--- config.mk ---
export PLATFORM = sky130hd
export DESIGN_NAME = iin_irq_nmi
export DESIGN_NICKNAME = d
export VERILOG_FILES = /design/src/iin_pkg.sv /design/src/iin_irq_nmi.sv
export SDC_FILE = /design/constraint.sdc
export NUM_CORES = 1
export LEC_CHECK = 0
export BUFFER_PORTS_ARGS = -buffer_cell sky130_fd_sc_hd__buf_2
export CAP_MARGIN = 40
export CORE_MARGIN = 2
export CORE_UTILIZATION = 59
export DETAILED_ROUTE_END_ITERATION = 8
export GPL_TIMING_DRIVEN = 0
export PLACE_DENSITY = 0.83
export SETUP_SLACK_MARGIN = 0.02
export SYNTH_ARGS = -nofsm -noshare
export SYNTH_HDL_FRONTEND = slang
export SYNTH_SLANG_ARGS = --single-unit
--- constraint.sdc ---
create_clock -name clk_sys -period 3.9 [get_ports clk_sys]
set_input_delay 0.39 -clock clk_sys [delete_from_list [all_inputs] [get_ports clk_sys]]
set_output_delay 0.39 -clock clk_sys [all_outputs]
set_load 0.01 [all_outputs]
--- src/iin_pkg.sv ---
// Package for the interrupt input and non-maskable interrupt block.
// Assumes a single 50 MHz clock and a plain register port with 8-bit offsets.
package iin_pkg;
  localparam int NUM_LINES = 16;
  localparam int CLK_MHZ = 50;
  localparam logic [7:0] OFF_EDGE_LEVEL_LO = 8'h00;
  localparam logic [7:0] OFF_EDGE_LEVEL_HI = 8'h01;
  localparam logic [7:0] OFF_MASK_LO = 8'h02;
  localparam logic [7:0] OFF_MASK_HI = 8'h03;
  localparam logic [7:0] OFF_PENDING_LO = 8'h04;
  localparam logic [7:0] OFF_PENDING_HI = 8'h05;
  localparam logic [7:0] OFF_ACK = 8'h06;
  localparam logic [7:0] OFF_EOI = 8'h07;
  localparam logic [7:0] OFF_NMI_CTRL = 8'h08;
  localparam logic [7:0] OFF_NMI_MASK = 8'h09;
  localparam logic [7:0] OFF_KBD_DATA = 8'h60;
  localparam int LINE_EIGHT = 8;
  localparam int LINE_KBD = 1;
  localparam int LINE_SPURIOUS = 7;
  localparam logic [7:0] VECTOR_BASE = 8'h08;
  localparam int NMI_SERR_EN_BIT = 2;
  localparam int NMI_CHK_EN_BIT = 3;
  localparam int NMI_CHK_STS_BIT = 6;
  localparam int NMI_SERR_STS_BIT = 7;
  localparam logic [7:0] NMI_CTRL_RESET = 8'h00;
  localparam logic NMI_MASK_RESET = 1'b0;
  localparam logic [15:0] EDGE_LEVEL_RESET = 16'h0000;
  localparam logic [15:0] MASK_RESET = 16'hffff;
  localparam logic [15:0] LINES_PRESENT = 16'hcefa;

  typedef struct packed {
    logic [7:0] addr;
    logic [7:0] wdata;
    logic wr;
    logic rd;
  } iin_bus_t;

  typedef struct packed {
    logic [15:0] sync1;
    logic [15:0] sync2;
    logic [15:0] prevLevel;
    logic [15:0] edgeLevel;
    logic [15:0] mask;
    logic [15:0] request;
    logic [15:0] inService;
    logic kbdLatch;
    logic [1:0] nmiSrcSync1;
    logic [1:0] nmiSrcSync2;
    logic [1:0] nmiStatus;
    logic [1:0] nmiSrcDisable;
    logic nmiMask;
    logic nmiOut;
    logic intOut;
    logic [7:0] rdata;
  } iin_state_t;
endpackage

--- src/iin_irq_nmi.sv ---
// Interrupt request conditioning, a small priority resolver and NMI generation.
// Assumes request and NMI source pins are asynchronous and a one-cycle strobe register port.
// Notes on behaviour
// RULE1: Software selects edge or level per line.
// RULE2: Reset returns all lines to edge mode.
// RULE3: Source holds request until acknowledge.
// RULE4: Request gone at acknowledge gives line seven.
// RULE5: Keyboard rising edge latched, cleared reading 60h.
// RULE6: Line eight request is active low.
// RULE7: Interrupt output high while request pending, reset low.
// RULE8: Software programs controller after every reset.
// RULE9: System error or channel check raises NMI.
// RULE10: NMI signalled by rising output edge.
// RULE11: Handler reads status, then clears it.
// RULE12: Setting source disable bit clears pending NMI.
// RULE13: NMI only with both disables and mask zero.
// RULE14: Reset drives NMI output low.
// RULE15: Request inputs pass two synchroniser stages.
//
// The plain strobed port and the register offsets are this design's own decisions.
module iin_irq_nmi (
  input wire logic clk_sys,
  input wire logic reset,
  input wire logic [15:0] irqLines,
  input wire logic requestLineEightN,
  input wire logic sysErrorN,
  input wire logic channelCheckN,
  input wire iin_pkg::iin_bus_t bus,
  output logic [7:0] rdata,
  output logic intOut,
  output logic nmiOut
);
  iin_pkg::iin_state_t st;
  iin_pkg::iin_state_t next_st;

  // Highest priority is the lowest numbered line, as on a classic resolver.
  function automatic logic [3:0] pickLine(input logic [15:0] req);
    logic [3:0] idx;
    idx = 4'(iin_pkg::LINE_SPURIOUS);
    for (int i = iin_pkg::NUM_LINES - 1; i >= 0; i--) begin
      if (req[i]) begin
        idx = 4'(i);
      end
    end
    return idx;
  endfunction

  function automatic logic isAddr(input iin_pkg::iin_bus_t b, input logic [7:0] off);
    return b.addr == off;
  endfunction

  logic [15:0] rawActive;
  always_comb begin
    rawActive = irqLines & iin_pkg::LINES_PRESENT;
    // RULE6: line eight inverted
    rawActive[iin_pkg::LINE_EIGHT] = ~requestLineEightN;
  end

  logic [15:0] lineLevel;
  logic [15:0] rising;
  logic [15:0] serviceable;
  logic [15:0] ackOneHot;
  logic [3:0] ackLine;
  logic [3:0] eoiLine;
  logic [15:0] eoiOneHot;
  logic [1:0] nmiActive;
  logic [1:0] nmiRise;
  logic nmiEnabled;

  always_comb begin
    next_st = st;
    next_st.rdata = 8'h00;
    // RULE15: two-stage synchroniser
    next_st.sync1 = rawActive;
    next_st.sync2 = st.sync1;
    next_st.prevLevel = st.sync2;
    next_st.nmiSrcSync1 = {~sysErrorN, ~channelCheckN};
    next_st.nmiSrcSync2 = st.nmiSrcSync1;
    lineLevel = st.sync2;
    rising = st.sync2 & ~st.prevLevel;
    // RULE5: keyboard edge latch
    if (rising[iin_pkg::LINE_KBD]) begin
      next_st.kbdLatch = 1'b1;
    end else if (bus.rd && isAddr(bus, iin_pkg::OFF_KBD_DATA)) begin
      next_st.kbdLatch = 1'b0;
    end
    lineLevel[iin_pkg::LINE_KBD] = st.sync2[iin_pkg::LINE_KBD] | st.kbdLatch;
    // RULE1: per-line edge or level
    for (int i = 0; i < iin_pkg::NUM_LINES; i++) begin
      if (st.edgeLevel[i]) begin
        next_st.request[i] = lineLevel[i];
      end else if (rising[i]) begin
        // The keyboard latch only holds the level; re-raising from it would repeat the request.
        next_st.request[i] = 1'b1;
      end else if (!lineLevel[i]) begin
        // A request withdrawn before acknowledge is dropped.
        next_st.request[i] = 1'b0;
      end
    end
    serviceable = st.request & ~st.mask & ~st.inService;
    ackLine = pickLine(serviceable);
    ackOneHot = 16'h0000;
    eoiLine = bus.wdata[3:0];
    eoiOneHot = 16'h0000;
    eoiOneHot[eoiLine] = 1'b1;
    if (bus.rd && isAddr(bus, iin_pkg::OFF_ACK)) begin
      // RULE4: spurious default vector
      if (serviceable != 16'h0000) begin
        ackOneHot[ackLine] = 1'b1;
        next_st.inService = st.inService | ackOneHot;
        next_st.request = next_st.request & ~(ackOneHot & ~st.edgeLevel);
      end
      next_st.rdata = iin_pkg::VECTOR_BASE + {4'h0, ackLine};
    end
    if (bus.wr && isAddr(bus, iin_pkg::OFF_EOI)) begin
      next_st.inService = next_st.inService & ~eoiOneHot;
    end
    // RULE7: pending request drives output
    next_st.intOut = (next_st.request & ~next_st.mask & ~next_st.inService) != 16'h0000;
    // RULE9: latch error sources
    nmiRise = st.nmiSrcSync2 & ~st.nmiStatus;
    next_st.nmiStatus = st.nmiStatus | nmiRise;
    if (bus.wr && isAddr(bus, iin_pkg::OFF_NMI_CTRL)) begin
      next_st.nmiSrcDisable = {bus.wdata[iin_pkg::NMI_SERR_EN_BIT],
                               bus.wdata[iin_pkg::NMI_CHK_EN_BIT]};
    end
    // RULE12: disable bit clears status
    next_st.nmiStatus = next_st.nmiStatus & ~next_st.nmiSrcDisable;
    if (bus.wr && isAddr(bus, iin_pkg::OFF_NMI_MASK)) begin
      next_st.nmiMask = bus.wdata[7];
    end
    // RULE13: all three enables zero
    nmiEnabled = (next_st.nmiSrcDisable == 2'b00) && !next_st.nmiMask;
    nmiActive = next_st.nmiStatus;
    // RULE10: rising edge on output
    next_st.nmiOut = nmiEnabled && (nmiActive != 2'b00);
    if (bus.wr) begin
      unique case (bus.addr)
        iin_pkg::OFF_EDGE_LEVEL_LO: next_st.edgeLevel[7:0] = bus.wdata;
        iin_pkg::OFF_EDGE_LEVEL_HI: next_st.edgeLevel[15:8] = bus.wdata;
        iin_pkg::OFF_MASK_LO: next_st.mask[7:0] = bus.wdata;
        iin_pkg::OFF_MASK_HI: next_st.mask[15:8] = bus.wdata;
        default: begin
        end
      endcase
    end
    if (bus.rd) begin
      unique case (bus.addr)
        iin_pkg::OFF_EDGE_LEVEL_LO: next_st.rdata = st.edgeLevel[7:0];
        iin_pkg::OFF_EDGE_LEVEL_HI: next_st.rdata = st.edgeLevel[15:8];
        iin_pkg::OFF_MASK_LO: next_st.rdata = st.mask[7:0];
        iin_pkg::OFF_MASK_HI: next_st.rdata = st.mask[15:8];
        iin_pkg::OFF_PENDING_LO: next_st.rdata = st.request[7:0];
        iin_pkg::OFF_PENDING_HI: next_st.rdata = st.request[15:8];
        iin_pkg::OFF_ACK: next_st.rdata = iin_pkg::VECTOR_BASE + {4'h0, ackLine};
        iin_pkg::OFF_NMI_CTRL: begin
          next_st.rdata = 8'h00;
          next_st.rdata[iin_pkg::NMI_SERR_STS_BIT] = st.nmiStatus[1];
          next_st.rdata[iin_pkg::NMI_CHK_STS_BIT] = st.nmiStatus[0];
          next_st.rdata[iin_pkg::NMI_SERR_EN_BIT] = st.nmiSrcDisable[1];
          next_st.rdata[iin_pkg::NMI_CHK_EN_BIT] = st.nmiSrcDisable[0];
        end
        iin_pkg::OFF_NMI_MASK: next_st.rdata = {st.nmiMask, 7'h00};
        default: next_st.rdata = 8'h00;
      endcase
    end
  end

  always_ff @(posedge clk_sys or posedge reset) begin
    if (reset) begin
      st <= '0;
      // RULE2: edge mode after reset
      st.edgeLevel <= iin_pkg::EDGE_LEVEL_RESET;
      st.mask <= iin_pkg::MASK_RESET;
      st.nmiSrcDisable <= 2'b00;
      st.nmiMask <= iin_pkg::NMI_MASK_RESET;
      // RULE14: NMI low in reset
      st.nmiOut <= 1'b0;
      st.intOut <= 1'b0;
    end else begin
      st <= next_st;
    end
  end

  assign rdata = st.rdata;
  assign intOut = st.intOut;
  assign nmiOut = st.nmiOut;
endmodule

==> impl_metrics.env, run 1 <==
export IMPL_syn_to_final_growth_pct=10.9
export IMPL_p_leak_nw=2.48
export IMPL_min_period_ps=3060
export IMPL_power_density_nw_per_um2=382
export IMPL_cts_hold_buf=0
export IMPL_cts_sinks=112
export IMPL_maxCapViolCount=0
export IMPL_skew_ps=13.5
export IMPL_die_x_um=96.4
export IMPL_endpoint_kind="register"
export IMPL_place_gp_congestion=0.998
export IMPL_timing_final_max_slew_violations=0
export IMPL_rsz0062_at_grt="no"
export IMPL_final_cells=579
export IMPL_crit_chain="nor3b_1 -> nor2_1 -> a31o_2 -> clkbuf_1 -> nor3_1 -> a21oi_1 -> o211ai_1 -> nand4_1"
export IMPL_crit_arrival_ps=3300
export IMPL_rows=33
export IMPL_clk_pin_slew_ps=110
export IMPL_drive_gt1_frac=0.306
export IMPL_viasPerCell=6.32
export IMPL_hold_viol_final=0
export IMPL_routed_wl_um=12300
export IMPL_vias=3661
export IMPL_first_iter_violations=311
export IMPL_ys_types=58
export IMPL_ir_worst_vdd_uv=191
export IMPL_fin_nets=508
export IMPL_syn_avg_cell_area_sq_um=12.1
export IMPL_drc_errors=0
export IMPL_io_pins=49
export IMPL_setup_violations=0
export IMPL_grt_pass1_vias=3418
export IMPL_grt_antenna_before_repair=0
export IMPL_finalHoldWorstSlack_ps=101
export IMPL_dr_pass1_iters=5
export IMPL_dp_cells=563
export IMPL_tightest_slew_ps=877
export IMPL_overflow=0
export IMPL_synthesis_area_sq_um=5040
export IMPL_grt_max_degree=61
export IMPL_post_route_period_util=0.784
export IMPL_io_buffer_count=38
export IMPL_worst_path_max_fanout=10
export IMPL_grt_use_total=0.280
export IMPL_min_path_type="in -> async"
export IMPL_wl_per_cell_um=21.3
export IMPL_finalSetupTns_ps=0
export IMPL_ant_nets=0
export IMPL_max_stage_delay_ps=670
export IMPL_cts_resized=0
export IMPL_ys_flop_type="dfrtp_1"
export IMPL_clockBufferDepth=2
export IMPL_diodes=0
export IMPL_clock_latency_ps=380
export IMPL_core_sq_um=8260
export IMPL_slew_headroom=0.414
export IMPL_use_met3=0.0535
export IMPL_cts_max_level=3
export IMPL_cpMaxStageDelayCell="nor3b_1"
export IMPL_fin_total_pwr_w=0.00214
export IMPL_worst_setup_path_start_kind="register"
export IMPL_path_buf_inv=1
export IMPL_busiest_layer="met2"
export IMPL_cts_buffers=9
export IMPL_crit_type="reg -> reg"
export IMPL_die_area_sq_um=9290
export IMPL_start_util=0.610
export IMPL_synthCells=417
export IMPL_cts_root_buf="clkbuf_8"
export IMPL_grt_use_met1=0.387
export IMPL_cp_top_family="simple AND/OR/NAND/NOR gates"
export IMPL_grtUsageMet2=0.446
export IMPL_clock_fmax_mhz=327
export IMPL_ys_ff_latch=112
export IMPL_synth_edff_count=0
export IMPL_synthesis_nets=456
export IMPL_yosysSeqAreaShare=0.560
export IMPL_grt_pass1_wl_um=18700
export IMPL_cts_tree="yes"
export IMPL_required_ps=4140
export IMPL_async_reset_ff_frac=1.00
export IMPL_fp_dieH_um=96.4
export IMPL_outcome="finished, final reports clean"
export IMPL_synth_warnings=0
export IMPL_place_hpwl_um=8830
export IMPL_post_cts_setup_buffer_count=0
## registers in the layout (all words and copies together), names as in the netlist
register	count
next_st	15
rdata	8
st	76
lineLevel	11
intOut	1
nmiOut	1
## synthesized netlist by cell type (all sizes together) (6+ instances only)
| library cell | instances | area share |
|---|---|---|
| nor2b | 8 | 0.0099 |
| nor2 | 32 | 0.024 |
| nand2 | 23 | 0.017 |
| o21ai | 8 | 0.0079 |
| mux4 | 7 | 0.031 |
| buf | 11 | 0.015 |
| or3b | 8 | 0.014 |
| nor3b | 12 | 0.023 |
| dfstp | 16 | 0.083 |
| a22oi | 6 | 0.0089 |
| a21oi | 23 | 0.024 |
| a31oi | 6 | 0.0075 |
| inv | 26 | 0.019 |
| o211ai | 6 | 0.0089 |
| o21a | 10 | 0.015 |
| mux2 | 36 | 0.080 |
| dfrtp | 96 | 0.48 |
| clkbuf | 9 | 0.0067 |
| and3 | 7 | 0.0087 |
## worst register-to-register path, cell delays in order, from the launching register on
cell      delay [ps]
dfrtp_1          410
nor3b_1          670
nor2_1           160
a31o_2           320
clkbuf_1         260
nor3_1           510
a21oi_1          140
o211ai_1         290
nand4_1          160
## logic make-up (layout without fill, tap and decap cells)
kind of cell | Yosys count | in the layout | synth area share
compound gates | 93 | 93 | 0.136
mux | 44 | 44 | 0.114
flops | 112 | 112 | 0.560
buf+inv | 46 | 103 | 0.0407
simple gates | 122 | 122 | 0.149
## cells in the final DEF, fill, tap and decap left out, types with 3 or more instances in the layout
cell and instances:
nand4_1 3, nor2_1 32, o21a_1 10, a211oi_1 4, or3b_1 5, nand2_1 23, a41oi_1 3, nor2b_1 8
nor3b_1 9, a22oi_1 6, mux2_2 36, o311ai_0 3, nand3_1 5, or3b_2 3, and3_1 7, buf_2 41
dfrtp_1 96, clkbuf_1 9, nor3_1 5, o21ai_0 8, mux4_2 7, o211ai_1 6, dfstp_2 16, a31oi_1 6
a22o_1 5, nand2b_1 5, buf_4 9, clkbuf_8 10, a21oi_1 22, inv_1 25
## worst paths after layout
kind                               from            to  slack (ps)  depth (start not counted)
max reg2reg                      st[25]        intOut         840                          8
min                               reset  lineLevel[4]         100                          2
max in group asynchronous         reset        st[52]        3030                          3
min reg2reg                next_st[104]  lineLevel[4]         350                          0
min in group clk_sys        irqLines[6]  next_st[106]         100                          1
max                              st[25]        intOut         840                          8
## routing by layer
| metal | vias up | wire length, um | part of all wire |
|---|---|---|---|
| met5 | - | 0 | 0 |
| met4 | 0 | 324 | 0.026 |
| met3 | 29 | 996 | 0.081 |
| met2 | 200 | 5960 | 0.48 |
| met1 | 1812 | 5050 | 0.41 |
| li1 | 1620 | - | - |
## cell type report
cell class                 instances  area (sq um)
clock buffer                      10           138
inverter                          26           100
sequential                       112          2820
fill                             619          2670
clock inverter                     6          48.8
multi-input combinational        259          2010
tap                              105           131
buffer                            20           108
timing repair buffer              41           230
## stage by stage
| stage | utilization | cell area, sq um | setup WS (ps) |
|---|---|---|---|
| finish | 0.677 | 5590 | 843 |
| global placement | 0.649 | 5360 | -451 |
| floorplan | - | 5040 | 577 |
| global route | 0.677 | 5590 | 559 |
| detailed placement | 0.654 | 5400 | 715 |
| CTS | 0.677 | 5590 | 916 |
## power by group
part           total (W)  switching [W]  internal (W)
Clock           0.000661       0.000403      0.000258
Combinational   0.000221       0.000132     0.0000891
Sequential       0.00126      0.0000374       0.00122
Note: power is estimated with default switching activity, not from simulation.
==> run 2: changes to the inputs <==
- clock period: 3.9 -> 2.96 ns (I/O delays scaled with it)
==> run 2 against run 1 <==
  * Final cell count increased by 1.7%
  * Non-clock buffer count increased by 10
  * Largest power group unchanged
  * Setup slack got worse by 710 ps
  * Largest cell class unchanged
==> impl_metrics.env, run 2 (synthesis gave the netlist of run 1 again) <==
export IMPL_core_sq_um=8260
export IMPL_rows=33
export IMPL_wl_per_cell_um=21.8
export IMPL_grt_pass1_wl_um=19700
export IMPL_grt_use_met1=0.392
export IMPL_ant_nets=0
export IMPL_regMostFlops="st"
export IMPL_min_period_ps=2820
export IMPL_grtUsageMet2=0.476
export IMPL_cts_buffers=9
export IMPL_dp_cells=565
export IMPL_rsz0062_at_grt="no"
export IMPL_die_x_um=96.4
export IMPL_overflow=0
export IMPL_outcome="finished, final reports clean"
export IMPL_multi_input_area_sq_um=2030
export IMPL_cts_tree="yes"
export IMPL_routed_wl_um=12800
export IMPL_required_ps=3200
export IMPL_busiest_layer="met2"
export IMPL_endpoint_kind="register"
export IMPL_first_iter_violations=295
export IMPL_crit_chain="or3b_1 -> nor4b_4 -> a2111oi_4 -> or4b_1 -> a22o_1 -> a211oi_2 -> nand4_1"
export IMPL_fin_nets=518
export IMPL_io_pins=49
export IMPL_drive_gt1_frac=0.312
export IMPL_worst_path_max_fanout=4
export IMPL_design_area_sq_um=5740
export IMPL_worst_setup_path_start_kind="register"
export IMPL_grt_pass1_vias=3691
export IMPL_crit_arrival_ps=3060
export IMPL_viasPerCell=6.31
export IMPL_drc_errors=0
export IMPL_cp_top_family="simple AND/OR/NAND/NOR gates"
export IMPL_place_gp_congestion=1.01
export IMPL_fp_dieH_um=96.4
export IMPL_grt_max_degree=37
export IMPL_layout_common_cells="dfrtp_1, buf_2, mux2_2, nor2_1, inv_1"
export IMPL_seq_area_sq_um=2820
export IMPL_timing_final_max_slew_violations=0
export IMPL_use_met3=0.0721
export IMPL_slew_headroom=0.418
export IMPL_power_density_nw_per_um2=502
export IMPL_crit_type="reg -> reg"
export IMPL_clock_fmax_mhz=354
export IMPL_clock_latency_ps=380
export IMPL_placed_area_sq_um=5440
export IMPL_largest_reg_flops=76
export IMPL_hold_viol_final=0
export IMPL_clockBufferDepth=2
export IMPL_finalSetupTns_ps=0
export IMPL_diodes=0
export IMPL_postLayoutCoreUtil=0.695
export IMPL_final_common_cell="dfrtp_1"
export IMPL_post_route_period_util=0.954
export IMPL_skew_ps=21.6
export IMPL_grt_antenna_before_repair=0
export IMPL_place_ws_ps=-220
export IMPL_syn_to_final_growth_pct=14.0
export IMPL_min_path_type="in -> reg"
export IMPL_io_buffer_count=38
export IMPL_start_util=0.610
export IMPL_grt_use_total=0.297
export IMPL_n_fill_cell=591
export IMPL_clk_pin_slew_ps=110
export IMPL_place_hpwl_um=9250
export IMPL_cts_max_level=3
export IMPL_dr_pass1_iters=6
export IMPL_tightest_slew_ps=868
export IMPL_setup_violations=0
export IMPL_p_leak_nw=2.55
export IMPL_final_cells=589
export IMPL_maxCapViolCount=0
export IMPL_ir_worst_vdd_uv=317
export IMPL_path_buf_inv=0
export IMPL_die_area_sq_um=9290
export IMPL_worst_slack_ps=137
export IMPL_max_stage_delay_ps=550
export IMPL_cpMaxStageDelayCell="or4b_1"
export IMPL_cts_sinks=112
export IMPL_vias=3719
export IMPL_cts_root_buf="clkbuf_8"
## run 2: cell count changes in the layout (fill, tap and decap cells not counted), sizes merged
cell	before	now
buf	52	55
clkinv	1	2
clkinvlp	2	1
dlygate4sd3	0	7
## run 2: metrics by stage
stage                     hold WS, ps  power, W
after CTS                        6.14   0.00289
after detailed placement          329   0.00198
after global placement            332   0.00196
after global routing             5.92   0.00299
after floorplan                   327   0.00186
final                            14.4   0.00288
## run 2: cell type report
cell class | count | share of cell area
repair buffers | 51 | 0.0593
multi-input cells | 259 | 0.354
well taps | 105 | 0.0229
clock buffers | 10 | 0.0240
clock inverters | 6 | 0.0118
plain buffers | 20 | 0.0187
flip-flops and latches | 112 | 0.492
inverters | 26 | 0.0176
## run 2: where the power goes
group / switching (W) / internal (W) / leakage, nW
Sequential: 0.0000498 / 0.00160 / 1.36
Combinational: 0.000180 / 0.000129 / 1.08
Clock: 0.000558 / 0.000359 / 0.106
Total: 0.000787 / 0.00209 / 2.55
## run 2: metal layers
layer	vias to the layer above	part of all wire
li1	1643	-
met1	1851	0.40
met2	187	0.49
met3	38	0.080
met4	0	0.029
met5	-	0
## run 2: path summary, 6_finish.rpt
path                       cells past startpoint         start  slack (ps)      endpoint
setup / recovery                               7        st[63]         140        intOut
hold / removal                                 1   irqLines[9]          10  next_st[109]
setup reg to reg                               7        st[63]         140        intOut
hold reg to reg                                0  next_st[106]         360  lineLevel[6]
max in group asynchronous                      5         reset        1670        st[66]
min in group asynchronous                      3         reset         450        st[81]
## run 2: worst register-to-register path, cell delays in order, from the launching register on
cell and delay (ps):
dfstp_2 410, or3b_1 400, nor4b_4 180, a2111oi_4 450, or4b_1 550, a22o_1 290
a211oi_2 250, nand4_1 150
## run 2: what timing repair did
action                                 in CTS  in global routing
setup buffers                               0                  1
gates resized for setup                     2                  2
endpoints found under the hold margin      20                  1
hold buffers                                6                  1
setup endpoints to repair                   1                  2
